File: config.mk
export PLATFORM = sky130hd
export DESIGN_NAME = rhsp_serial_port
export DESIGN_NICKNAME = d
export VERILOG_FILES = /design/src/rhsp_pkg.sv /design/src/rhsp_fifo.sv /design/src/rhsp_serial_port.sv
export SDC_FILE = /design/constraint.sdc
export NUM_CORES = 1
export LEC_CHECK = 0
export BUFFER_PORTS_ARGS = -buffer_cell sky130_fd_sc_hd__clkbuf_2
export CORE_MARGIN = 2
export CORE_UTILIZATION = 30
export DETAILED_ROUTE_END_ITERATION = 10
export PLACE_DENSITY = 0.46
export SYNTH_ARGS = -nofsm -noshare
export SYNTH_HDL_FRONTEND = slang
export SYNTH_SLANG_ARGS = --single-unit
File: constraint.sdc
create_clock -name clk -period 138.9 [get_ports clk]
set_input_delay 6.945 -clock clk [delete_from_list [all_inputs] [get_ports clk]]
set_output_delay 6.945 -clock clk [all_outputs]
set_load 0.1 [all_outputs]
File: src/rhsp_pkg.sv
// Constants, types and helpers shared by the host serial port block.
// Assumes a single 100 MHz system clock and an APB register bus.
package rhsp_pkg;

  // ----------------------------------------------------------------
  // Timing
  // ----------------------------------------------------------------
  localparam int CLK_HZ = 100_000_000;
  localparam int CLK_NS = 10;
  localparam int MS_NS = 1_000_000;
  localparam int MS_CYCLES = MS_NS / CLK_NS;
  localparam int BAUD_MIN = 1200;
  localparam int DIV_W = 17;

  // ----------------------------------------------------------------
  // Sizes and reset values
  // ----------------------------------------------------------------
  localparam int NUM_HEADS = 2;
  localparam int DATA_BITS = 8;
  localparam int FIFO_DEPTH = 16;
  localparam logic [2:0] BAUD_SEL_MAX = 3'h5;
  localparam logic [2:0] BAUD_SEL_RST = 3'h5;
  localparam logic [6:0] TMO_MAX_MS = 7'h64;
  localparam logic [6:0] TMO_RST = 7'h00;
  localparam logic [7:0] CTYPE_RST = 8'h99;
  localparam logic [31:0] PWD_RST = 32'h0000_0000;

  // ----------------------------------------------------------------
  // Register offsets (byte addresses)
  // ----------------------------------------------------------------
  localparam logic [7:0] A_CTRL = 8'h00;
  localparam logic [7:0] A_TMO = 8'h04;
  localparam logic [7:0] A_HEAD0 = 8'h08;
  localparam logic [7:0] A_HEAD1 = 8'h0C;
  localparam logic [7:0] A_PWD0 = 8'h10;
  localparam logic [7:0] A_PWD1 = 8'h14;
  localparam logic [7:0] A_TXDATA = 8'h18;
  localparam logic [7:0] A_RXDATA = 8'h1C;
  localparam logic [7:0] A_STATUS = 8'h20;

  // ----------------------------------------------------------------
  // Field positions
  // ----------------------------------------------------------------
  localparam int F_CTRL_MUX = 3;
  localparam int F_HEAD_TRIG = 8;
  localparam int F_HEAD_PWM = 9;
  localparam int F_RX_VALID = 8;
  localparam int ST_OK = 0;
  localparam int ST_BAD = 1;
  localparam int ST_VER = 2;
  localparam int ST_TMO = 3;
  localparam int ST_FRM = 4;
  localparam int ST_ANN = 5;
  localparam int ST_CMD0 = 8;
  localparam int ST_CMD1 = 16;
  localparam int ST_W1C = 5;

  // ----------------------------------------------------------------
  // Characters
  // ----------------------------------------------------------------
  localparam logic [7:0] CH_ETX = 8'h03;
  localparam logic [7:0] CH_HASH = 8'h23;
  localparam logic [7:0] CH_CR = 8'h0D;
  localparam logic [7:0] CH_LF = 8'h0A;
  localparam logic [7:0] ANN_STATUS = 8'h32;
  localparam logic [7:0] ANN_HEAD = 8'h30;
  localparam logic [2:0] ANN_LEN = 3'h4;
  localparam logic [7:0] CMD_VER0 = 8'h56;
  localparam logic [7:0] CMD_VER1 = 8'h45;

  // ----------------------------------------------------------------
  // Types
  // ----------------------------------------------------------------
  typedef enum logic [1:0] {
    LN_IDLE = 2'b00,
    LN_START = 2'b01,
    LN_DATA = 2'b11,
    LN_STOP = 2'b10
  } rhsp_line_t;

  typedef struct packed {
    logic trigger;
    logic [7:0] ctype;
  } rhsp_head_t;

  typedef struct packed {
    logic [2:0] baud_sel;
    logic mux_mode;
    logic [6:0] tmo_ms;
  } rhsp_cfg_t;

  // ----------------------------------------------------------------
  // Functions
  // ----------------------------------------------------------------
  function automatic logic [DIV_W-1:0] baud_div(input logic [2:0] sel);
    baud_div = DIV_W'(CLK_HZ / (BAUD_MIN << sel));
  endfunction : baud_div

  function automatic logic [7:0] upcase(input logic [7:0] b);
    upcase = (b >= 8'h61 && b <= 8'h7A) ? (b - 8'h20) : b;
  endfunction : upcase

  function automatic logic [7:0] ann_char(input logic [2:0] idx);
    case (idx)
      3'h0: ann_char = ANN_STATUS;
      3'h1: ann_char = ANN_HEAD;
      3'h2: ann_char = 8'(ANN_STATUS + ANN_HEAD);
      default: ann_char = CH_ETX;
    endcase
  endfunction : ann_char

endpackage : rhsp_pkg

File: src/rhsp_fifo.sv
// Flip-flop FIFO with valid/ready on both sides.
// Assumes one clock; ce freezes all state.
`timescale 1ns/1ps
module rhsp_fifo #(
  parameter int WIDTH = 8,
  parameter int DEPTH = 16
) (
  // Clock and reset
  input wire logic clk,
  input wire logic rst_n,
  input wire logic ce,
  // Fill side
  input wire logic in_valid,
  output logic in_ready,
  input wire logic [WIDTH-1:0] in_data,
  // Drain side
  output logic out_valid,
  input wire logic out_ready,
  output logic [WIDTH-1:0] out_data
);
  localparam int AW = $clog2(DEPTH);

  logic [WIDTH-1:0] mem_r [DEPTH];
  logic [AW-1:0] wr_r, wr_nxt, rd_r, rd_nxt;
  logic [AW:0] cnt_r, cnt_nxt;
  logic push, pop;

  assign in_ready = (cnt_r != (AW+1)'(DEPTH));
  assign out_valid = (cnt_r != '0);
  assign out_data = mem_r[rd_r];
  assign push = in_valid & in_ready;
  assign pop = out_valid & out_ready;

  always_comb begin
    wr_nxt = push ? ((wr_r == AW'(DEPTH - 1)) ? '0 : wr_r + 1'b1) : wr_r;
    rd_nxt = pop ? ((rd_r == AW'(DEPTH - 1)) ? '0 : rd_r + 1'b1) : rd_r;
    cnt_nxt = cnt_r + (AW+1)'(push) - (AW+1)'(pop);
  end

  always_ff @(posedge clk or negedge rst_n) begin
    if (!rst_n) begin
      wr_r <= '0;
      rd_r <= '0;
      cnt_r <= '0;
    end else if (ce) begin
      wr_r <= wr_nxt;
      rd_r <= rd_nxt;
      cnt_r <= cnt_nxt;
    end
  end

  always_ff @(posedge clk) begin
    if (ce && push) begin
      mem_r[wr_r] <= in_data;
    end
  end
endmodule : rhsp_fifo

File: src/rhsp_serial_port.sv
// Host serial port of an RFID controller: UART, telegram checker,
// parameter store and power-up announcement behind an APB slave.
// Assumes rxd is asynchronous; nv_rst_n restores factory settings.
//
// How it works
// - six baud rates 1200..38400 doubling, chosen by a register write.
// - frame is start bit, eight data bits, one stop bit, no parity.
// - factory default baud is 38400 and survives power cycles.
// - receive timeout 0..100 ms, kept across power, zero means none.
// - password mode and password return to off and zero at power-up.
// - multiplex and trigger flags off, carrier type 99, kept across power.
// - after power-up send '2', '0', 'b', end-of-text.
// - two head channels, each optionally a trigger input.
// - telegram ends with byte sum of prior characters then 03h.
// - hash and carriage return, optional line feed, also end a telegram.
// - command letters case-blind, checksum over raw characters.
`timescale 1ns/1ps
module rhsp_serial_port import rhsp_pkg::*; #(
  parameter int MS_CYC = MS_CYCLES,
  parameter int TX_DEPTH = FIFO_DEPTH
) (
  // Clock, reset, enable
  input wire logic clk,
  input wire logic rst_n,
  input wire logic nv_rst_n,
  input wire logic ce,
  // APB
  input wire logic psel,
  input wire logic penable,
  input wire logic pwrite,
  input wire logic [7:0] paddr,
  input wire logic [31:0] pwdata,
  output logic [31:0] prdata,
  output logic pready,
  output logic pslverr,
  // Serial line
  input wire logic rxd,
  output logic txd,
  // Status and head settings
  output logic power_fault_indicator,
  output rhsp_head_t [NUM_HEADS-1:0] head_cfg,
  output logic [NUM_HEADS-1:0] head_pwd_mode
);
  // ----------------------------------------------------------------
  // Bus decode
  // ----------------------------------------------------------------
  logic acc, stall, wr, rd, mapped;
  logic fifo_in_ready, fifo_out_valid, fifo_out_ready;
  logic [7:0] fifo_out_data;
  logic [31:0] rdata;
  logic pready_r, pslverr_r;
  logic [31:0] prdata_r;
  rhsp_cfg_t cfg_r, cfg_nxt;
  rhsp_head_t [NUM_HEADS-1:0] head_r, head_nxt;
  logic [NUM_HEADS-1:0] pwm_r, pwm_nxt;
  logic [31:0] pwd_r [NUM_HEADS];
  logic [31:0] pwd_nxt [NUM_HEADS];
  logic [ST_W1C-1:0] st_r, st_nxt;
  logic [8:0] rxb_r, rxb_nxt;
  logic [2:0] ann_r, ann_nxt;
  logic [7:0] cmd0_r, cmd0_nxt, cmd1_r, cmd1_nxt;
  logic ev_byte, ev_ok, ev_bad, ev_ver, ev_tmo, ev_frm;
  logic [7:0] rx_sh_r, rx_sh_nxt;

  assign acc = psel & penable & ~pready_r;
  assign stall = pwrite & (paddr == A_TXDATA) & ~fifo_in_ready;
  assign mapped = (paddr[1:0] == 2'h0) && (paddr <= A_STATUS);
  assign wr = acc & ~stall & pwrite & mapped;
  assign rd = acc & ~pwrite & mapped;

  always_comb begin
    case (paddr)
      A_CTRL: rdata = {28'h0, cfg_r.mux_mode, cfg_r.baud_sel};
      A_TMO: rdata = {25'h0, cfg_r.tmo_ms};
      A_HEAD0: rdata = {22'h0, pwm_r[0], head_r[0]};
      A_HEAD1: rdata = {22'h0, pwm_r[1], head_r[1]};
      A_PWD0: rdata = pwd_r[0];
      A_PWD1: rdata = pwd_r[1];
      A_RXDATA: rdata = {23'h0, rxb_r};
      A_STATUS: rdata = {8'h0, cmd1_r, cmd0_r, 2'h0, (ann_r == ANN_LEN), st_r};
      default: rdata = 32'h0000_0000;
    endcase
  end

  // ----------------------------------------------------------------
  // Non-volatile settings
  // ----------------------------------------------------------------
  always_comb begin
    cfg_nxt = cfg_r;
    head_nxt = head_r;
    if (wr && paddr == A_CTRL) begin
      if (pwdata[2:0] <= BAUD_SEL_MAX) begin
        cfg_nxt.baud_sel = pwdata[2:0];
      end
      cfg_nxt.mux_mode = pwdata[F_CTRL_MUX];
    end
    if (wr && paddr == A_TMO) begin
      cfg_nxt.tmo_ms = (pwdata[6:0] > TMO_MAX_MS || pwdata[31:7] != '0) ?
                       TMO_MAX_MS : pwdata[6:0];
    end
    for (int h = 0; h < NUM_HEADS; h++) begin
      if (wr && paddr == (A_HEAD0 + 8'(4 * h))) begin
        head_nxt[h] = {pwdata[F_HEAD_TRIG], pwdata[7:0]};
      end
    end
  end

  always_ff @(posedge clk or negedge nv_rst_n) begin
    if (!nv_rst_n) begin
      cfg_r <= '{baud_sel: BAUD_SEL_RST, mux_mode: 1'b0, tmo_ms: TMO_RST};
      head_r <= {NUM_HEADS{1'b0, CTYPE_RST}};
    end else if (ce) begin
      cfg_r <= cfg_nxt;
      head_r <= head_nxt;
    end
  end

  // ----------------------------------------------------------------
  // Volatile settings, status and bus answer
  // ----------------------------------------------------------------
  always_comb begin
    pwm_nxt = pwm_r;
    pwd_nxt = pwd_r;
    for (int h = 0; h < NUM_HEADS; h++) begin
      if (wr && paddr == (A_HEAD0 + 8'(4 * h))) begin
        pwm_nxt[h] = pwdata[F_HEAD_PWM];
      end
      if (wr && paddr == (A_PWD0 + 8'(4 * h))) begin
        pwd_nxt[h] = pwdata;
      end
    end
    st_nxt = st_r;
    if (wr && paddr == A_STATUS) begin
      st_nxt = st_r & ~pwdata[ST_W1C-1:0];
    end
    st_nxt = st_nxt | {ev_frm, ev_tmo, ev_ver, ev_bad, ev_ok};
    rxb_nxt = rxb_r;
    if (rd && paddr == A_RXDATA) begin
      rxb_nxt[F_RX_VALID] = 1'b0;
    end
    if (ev_byte) begin
      rxb_nxt = {1'b1, rx_sh_r};
    end
  end

  always_ff @(posedge clk or negedge rst_n) begin
    if (!rst_n) begin
      pwm_r <= '0;
      for (int h = 0; h < NUM_HEADS; h++) begin
        pwd_r[h] <= PWD_RST;
      end
      st_r <= '0;
      rxb_r <= '0;
      pready_r <= 1'b0;
      pslverr_r <= 1'b0;
      prdata_r <= '0;
    end else if (ce) begin
      pwm_r <= pwm_nxt;
      pwd_r <= pwd_nxt;
      st_r <= st_nxt;
      rxb_r <= rxb_nxt;
      pready_r <= acc & ~stall;
      pslverr_r <= acc & ~stall & ~mapped;
      prdata_r <= (acc & ~pwrite & mapped) ? rdata : 32'h0000_0000;
    end
  end

  assign pready = pready_r;
  assign pslverr = pslverr_r;
  assign prdata = prdata_r;
  assign power_fault_indicator = st_r[ST_FRM];
  assign head_cfg = head_r;
  assign head_pwd_mode = pwm_r;

  // ----------------------------------------------------------------
  // Transmit FIFO
  // ----------------------------------------------------------------
  rhsp_fifo #(.WIDTH(DATA_BITS), .DEPTH(TX_DEPTH)) u_txq (
    .clk(clk),
    .rst_n(rst_n),
    .ce(ce),
    .in_valid(wr && paddr == A_TXDATA),
    .in_ready(fifo_in_ready),
    .in_data(pwdata[7:0]),
    .out_valid(fifo_out_valid),
    .out_ready(fifo_out_ready),
    .out_data(fifo_out_data)
  );

  // ----------------------------------------------------------------
  // Transmitter
  // ----------------------------------------------------------------
  rhsp_line_t tx_st_r, tx_st_nxt;
  logic [DIV_W-1:0] tx_cnt_r, tx_cnt_nxt, div;
  logic [2:0] tx_bit_r, tx_bit_nxt;
  logic [7:0] tx_sh_r, tx_sh_nxt;
  logic txd_r, txd_nxt;

  assign div = baud_div(cfg_r.baud_sel);
  assign fifo_out_ready = (tx_st_r == LN_IDLE) && (ann_r == ANN_LEN);

  always_comb begin
    tx_st_nxt = tx_st_r;
    tx_cnt_nxt = (tx_cnt_r == '0) ? div - 1'b1 : tx_cnt_r - 1'b1;
    tx_bit_nxt = tx_bit_r;
    tx_sh_nxt = tx_sh_r;
    txd_nxt = txd_r;
    ann_nxt = ann_r;
    case (tx_st_r)
      LN_IDLE: begin
        tx_cnt_nxt = div - 1'b1;
        if (ann_r != ANN_LEN) begin
          tx_sh_nxt = ann_char(ann_r);
          ann_nxt = ann_r + 1'b1;
          txd_nxt = 1'b0;
          tx_st_nxt = LN_START;
        end else if (fifo_out_valid) begin
          tx_sh_nxt = fifo_out_data;
          txd_nxt = 1'b0;
          tx_st_nxt = LN_START;
        end
      end
      LN_START: begin
        if (tx_cnt_r == '0) begin
          txd_nxt = tx_sh_r[0];
          tx_bit_nxt = 3'h0;
          tx_st_nxt = LN_DATA;
        end
      end
      LN_DATA: begin
        if (tx_cnt_r == '0) begin
          if (tx_bit_r == 3'h7) begin
            txd_nxt = 1'b1;
            tx_st_nxt = LN_STOP;
          end else begin
            tx_sh_nxt = {1'b0, tx_sh_r[7:1]};
            txd_nxt = tx_sh_r[1];
            tx_bit_nxt = tx_bit_r + 1'b1;
          end
        end
      end
      LN_STOP: begin
        if (tx_cnt_r == '0) begin
          tx_st_nxt = LN_IDLE;
        end
      end
      default: tx_st_nxt = LN_IDLE;
    endcase
  end

  always_ff @(posedge clk or negedge rst_n) begin
    if (!rst_n) begin
      tx_st_r <= LN_IDLE;
      tx_cnt_r <= '0;
      tx_bit_r <= '0;
      tx_sh_r <= '0;
      txd_r <= 1'b1;
      ann_r <= '0;
    end else if (ce) begin
      tx_st_r <= tx_st_nxt;
      tx_cnt_r <= tx_cnt_nxt;
      tx_bit_r <= tx_bit_nxt;
      tx_sh_r <= tx_sh_nxt;
      txd_r <= txd_nxt;
      ann_r <= ann_nxt;
    end
  end

  assign txd = txd_r;

  // ----------------------------------------------------------------
  // Receiver and telegram checker
  // ----------------------------------------------------------------
  rhsp_line_t rx_st_r, rx_st_nxt;
  logic rx_s1_r, rx_s2_r, rx_d_r;
  logic [DIV_W-1:0] rx_cnt_r, rx_cnt_nxt, ms_r, ms_nxt;
  logic [2:0] rx_bit_r, rx_bit_nxt;
  logic got, gerr;
  logic [7:0] sum_r, sum_nxt, prev_r, prev_nxt, last_r, last_nxt, len_r, len_nxt;
  logic hash_r, hash_nxt;
  logic [6:0] gap_r, gap_nxt;
  logic [5:0] ev_r, ev_nxt;
  logic is_ver;

  assign {ev_byte, ev_ok, ev_bad, ev_ver, ev_tmo, ev_frm} = ev_r;
  assign is_ver = (cmd0_r == CMD_VER0) && (cmd1_r == CMD_VER1);

  always_comb begin
    rx_st_nxt = rx_st_r;
    rx_cnt_nxt = rx_cnt_r - 1'b1;
    rx_bit_nxt = rx_bit_r;
    rx_sh_nxt = rx_sh_r;
    got = 1'b0;
    gerr = 1'b0;
    case (rx_st_r)
      LN_IDLE: begin
        rx_cnt_nxt = div >> 1;
        if (rx_d_r && !rx_s2_r) begin
          rx_st_nxt = LN_START;
        end
      end
      LN_START: begin
        if (rx_cnt_r == '0) begin
          rx_cnt_nxt = div - 1'b1;
          rx_bit_nxt = 3'h0;
          rx_st_nxt = rx_s2_r ? LN_IDLE : LN_DATA;
        end
      end
      LN_DATA: begin
        if (rx_cnt_r == '0) begin
          rx_cnt_nxt = div - 1'b1;
          rx_sh_nxt = {rx_s2_r, rx_sh_r[7:1]};
          rx_bit_nxt = rx_bit_r + 1'b1;
          if (rx_bit_r == 3'h7) begin
            rx_st_nxt = LN_STOP;
          end
        end
      end
      LN_STOP: begin
        if (rx_cnt_r == '0) begin
          got = rx_s2_r;
          gerr = ~rx_s2_r;
          rx_st_nxt = LN_IDLE;
        end
      end
      default: rx_st_nxt = LN_IDLE;
    endcase

    sum_nxt = sum_r;
    prev_nxt = prev_r;
    last_nxt = last_r;
    len_nxt = len_r;
    hash_nxt = hash_r;
    cmd0_nxt = cmd0_r;
    cmd1_nxt = cmd1_r;
    ev_nxt = {got, 4'h0, gerr};
    ms_nxt = (ms_r == DIV_W'(MS_CYC - 1)) ? '0 : ms_r + 1'b1;
    gap_nxt = (ms_r == DIV_W'(MS_CYC - 1) && gap_r != 7'h7F) ? gap_r + 1'b1 : gap_r;
    if (got) begin
      gap_nxt = '0;
      if (hash_r && rx_sh_r == CH_CR) begin
        ev_nxt[4] = 1'b1;
        ev_nxt[2] = is_ver;
        len_nxt = '0;
        sum_nxt = '0;
        hash_nxt = 1'b0;
      end else if (rx_sh_r == CH_ETX && len_r != '0) begin
        ev_nxt[4] = (last_r == prev_r);
        ev_nxt[3] = (last_r != prev_r);
        ev_nxt[2] = is_ver && (last_r == prev_r);
        len_nxt = '0;
        sum_nxt = '0;
        hash_nxt = 1'b0;
      end else if (!(rx_sh_r == CH_LF && len_r == '0)) begin
        hash_nxt = (rx_sh_r == CH_HASH);
        prev_nxt = sum_r;
        sum_nxt = sum_r + rx_sh_r;
        last_nxt = rx_sh_r;
        len_nxt = (len_r == 8'hFF) ? len_r : len_r + 1'b1;
        if (len_r == 8'h00) begin
          cmd0_nxt = upcase(rx_sh_r);
          cmd1_nxt = 8'h00;
        end
        if (len_r == 8'h01) begin
          cmd1_nxt = upcase(rx_sh_r);
        end
      end
    end else if (cfg_r.tmo_ms != '0 && len_r != '0 && gap_r >= cfg_r.tmo_ms) begin
      ev_nxt[1] = 1'b1;
      len_nxt = '0;
      sum_nxt = '0;
      hash_nxt = 1'b0;
    end
  end

  always_ff @(posedge clk or negedge rst_n) begin
    if (!rst_n) begin
      rx_s1_r <= 1'b1;
      rx_s2_r <= 1'b1;
      rx_d_r <= 1'b1;
      rx_st_r <= LN_IDLE;
      rx_cnt_r <= '0;
      rx_bit_r <= '0;
      rx_sh_r <= '0;
      sum_r <= '0;
      prev_r <= '0;
      last_r <= '0;
      len_r <= '0;
      hash_r <= 1'b0;
      cmd0_r <= '0;
      cmd1_r <= '0;
      ev_r <= '0;
      ms_r <= '0;
      gap_r <= '0;
    end else if (ce) begin
      rx_s1_r <= rxd;
      rx_s2_r <= rx_s1_r;
      rx_d_r <= rx_s2_r;
      rx_st_r <= rx_st_nxt;
      rx_cnt_r <= rx_cnt_nxt;
      rx_bit_r <= rx_bit_nxt;
      rx_sh_r <= rx_sh_nxt;
      sum_r <= sum_nxt;
      prev_r <= prev_nxt;
      last_r <= last_nxt;
      len_r <= len_nxt;
      hash_r <= hash_nxt;
      cmd0_r <= cmd0_nxt;
      cmd1_r <= cmd1_nxt;
      ev_r <= ev_nxt;
      ms_r <= ms_nxt;
      gap_r <= gap_nxt;
    end
  end
endmodule : rhsp_serial_port

==> impl_metrics.json <==
{
  "yosys_warnings": 0,
  "stdcell_count": 6185,
  "place_congestion": 0.944,
  "syn_inst": 4448,
  "grt_use_total": 0.231,
  "grt_max_degree": 115,
  "port_buffers": 103,
  "cts_resized": 0,
  "min_from": "tx_sh_r[0]",
  "endpoint_kind": "flop",
  "max_stage_delay_ns": 1.06,
  "maxCapViolations": 0,
  "cts.sinks": 430,
  "finalCriticalPeriod_ns": 59.85,
  "area_delta_synth_final_pct": 10.8,
  "core_um2": 128000,
  "ys_seq_elements": 430,
  "whs_path_depth": 2,
  "clock_skew_ns": 0.0328,
  "io_pins": 104,
  "wl_per_cell_um": 25.3,
  "setup_violations": 0,
  "cts.clk_slew.worst_paths_ns": 0.07,
  "syn_area_per_cell_um2": 8.68,
  "drt-total-wl_um": 157000,
  "rsz0062_at_grt": "false",
  "num-nets-final": 4804,
  "synthTopCellsByArea": "dfrtp_1 19%, edfxtp_1 10%, ha_1 8.7%",
  "dieArea_um2": 132000,
  "syn_area_um2": 38600,
  "place_inst": 6098,
  "row_count": 131,
  "synth_top_flop_cell": "dfrtp_1",
  "finalCritPeriodShare": 0.431,
  "drtPass1Iterations": 6,
  "hp-class": "flop to flop",
  "layout-drive-gt1-share": 0.139,
  "cp_common_cell": "ha_1",
  "finalMaxSlewViolations": 0,
  "hpwlAfterDp_um": 116000,
  "worst_ep_required_time_ns": 139.41,
  "cp_max_fo": 23,
  "grt_pass1_vias": 35293,
  "postCtsSetupRepairBufs": 0,
  "cts_hold_buf": 0,
  "hold_viol": 0,
  "drtIter0Drc": 3277,
  "seq_area_frac_synth": 0.296,
  "die_h_um": 363,
  "htreeDepth": 2,
  "r2r-end": "tx_cnt_r[5]",
  "final_core_utilization": 0.335,
  "synth_top_area_cell": "dfrtp_1",
  "min_to": "tx_sh_r[0]",
  "worst_pin_slew_ns": 1.23,
  "syn-num-nets": 4767,
  "rr_startpoint": "cfg_r[8]",
  "relSlewSlack": 0.179,
  "vias": 36419,
  "synth_edf_count": 128,
  "cts_tree": "built",
  "grt-ovfl-total": 0,
  "fin_setup_tns_ns": 0,
  "antenna_found_initial": 3,
  "path_buf_inv": 7,
  "cp_top_family": "compound AO/OA/AOI/OAI gates",
  "yosysTopAreaCellShare": 0.187,
  "r2r_cells": 222,
  "clk_latency_ns": 0.60,
  "post-route-drc-count": 0,
  "critPathSlowestCell": "a2111oi_1",
  "cts_buffer_depth": 3,
  "die_w_um": 363,
  "ys_types": 138,
  "path_class": "flop to flop",
  "regToRegSetupSlack_ns": 79.05,
  "via_per_inst": 5.89,
  "async_reset_ff_frac": 0.702,
  "ant_nets": 0,
  "cp.arrival_ns": 60.37,
  "status": "complete, no violations",
  "cp-start-kind": "flop",
  "fmax_mhz": 16.7,
  "cts-buffers-inserted": 47,
  "start_util": 0.303,
  "grt_pass1_wl_um": 233000,
  "cts_root_buffer": "clkbuf_16"
}
[metrics by stage]
step,area [µm²],worst slack [ns],hold WS (ns)
4_1_cts,42800,80.31,0.486
5_1_grt,42800,74.78,0.495
2_1_floorplan,38600,89.44,0.446
6_report,42800,79.05,0.479
3_5_place_dp,41200,80.61,0.469
3_3_place_gp,41200,81.50,0.463
[cell type report]
type | instances | area, µm²
sequential | 430 | 11400
fill | 13252 | 84900
antenna | 1 | 2.50
multi-input combinational | 3680 | 25900
inverter | 126 | 473
tap | 1662 | 2080
clock buffer | 65 | 1360
timing repair buffer | 200 | 1260
clock inverter | 21 | 241
[tightest hold or removal path: stages (launching register included)]
cell and delay [ns]:
dfrtp_1 0.34, nand2_1 0.05, o21ai_0 0.06
[kinds of logic (layout without fill, tap and decap cells)]
logic type | count (synthesis) | in the layout | synth area share
buffers and inverters | 338 | 412 | 0.0348
adders and majority gates | 271 | 271 | 0.0884
other | 1 | 2 | 0.0000971
and+or+nand+nor | 1519 | 1519 | 0.198
DFF | 430 | 430 | 0.296
muxes | 244 | 244 | 0.0823
AOI/OAI and AO/OA | 1409 | 1409 | 0.247
xor gates and xnor gates | 236 | 236 | 0.0535
[synthesized netlist by cell type, drive strengths merged, types with 31 or more instances]
cell / number
nor2b: 35
a211oi: 48
mux2: 164
mux2i: 40
dfrtp: 288
nor3: 121
o31ai: 31
inv: 123
nand4: 67
a22oi: 45
o21a: 50
or3: 44
and2: 50
nand3: 112
a21oi: 364
xor2: 81
edfxtp: 128
o21ai: 304
ha: 268
buf: 55
a21o: 101
clkbuf: 157
and3: 48
o211ai: 60
mux4: 40
nand2b: 65
nor2: 392
a31oi: 55
o2bb2ai: 37
nor4: 46
nand2: 400
xnor2: 155
[flip-flops by register name (all words and copies together) (netlist names), 9 cells and up]
register	flops
u_txq.mem_r	128
pwd_r	64
prdata	32
head_cfg	18
ms_r	17
rx_cnt_r	17
tx_cnt_r	17
cfg_r	11
rxb_r	9
[worst max path at each step]
stage / start / slack (ns) / cells past startpoint / endpoint
final: cfg_r[8] / 79.05 / 222 / tx_cnt_r[5]
after global routing: cfg_r[8] / 74.78 / 222 / tx_cnt_r[5]
after CTS: cfg_r[8] / 80.31 / 220 / tx_cnt_r[5]
after detailed placement: cfg_r[8] / 80.61 / 221 / tx_cnt_r[5]
after global placement: cfg_r[8] / 81.50 / 214 / tx_cnt_r[5]
after floorplan: cfg_r[9] / 89.44 / 252 / tx_cnt_r[6]
[cells in the final DEF, fill, tap and decap left out, types with 49 or more instances in the layout]
cell type / count
a31oi_1: 55
o21ai_0: 255
nor2_1: 389
nand4_1: 66
dfrtp_1: 287
clkbuf_2: 101
edfxtp_1: 128
nand2_1: 397
inv_1: 115
xnor2_1: 155
buf_4: 98
nand3_1: 112
o211ai_1: 57
a21o_1: 101
nand2b_1: 65
and2_1: 49
ha_1: 266
o21a_1: 50
xor2_1: 81
mux2_2: 163
a21oi_1: 363
nor3_1: 110
[metal layers]
layer,wire (µm),up-vias,global-route usage
li1,-,16907,-
met1,67000,18014,0.296
met2,75400,1224,0.398
met3,8610,272,0.0298
met4,5830,2,0.0790
met5,11,-,0
Power is left out: the tool's default activity adds up to more than one toggle a clock period on the data nets, which glitch-free logic cannot reach.
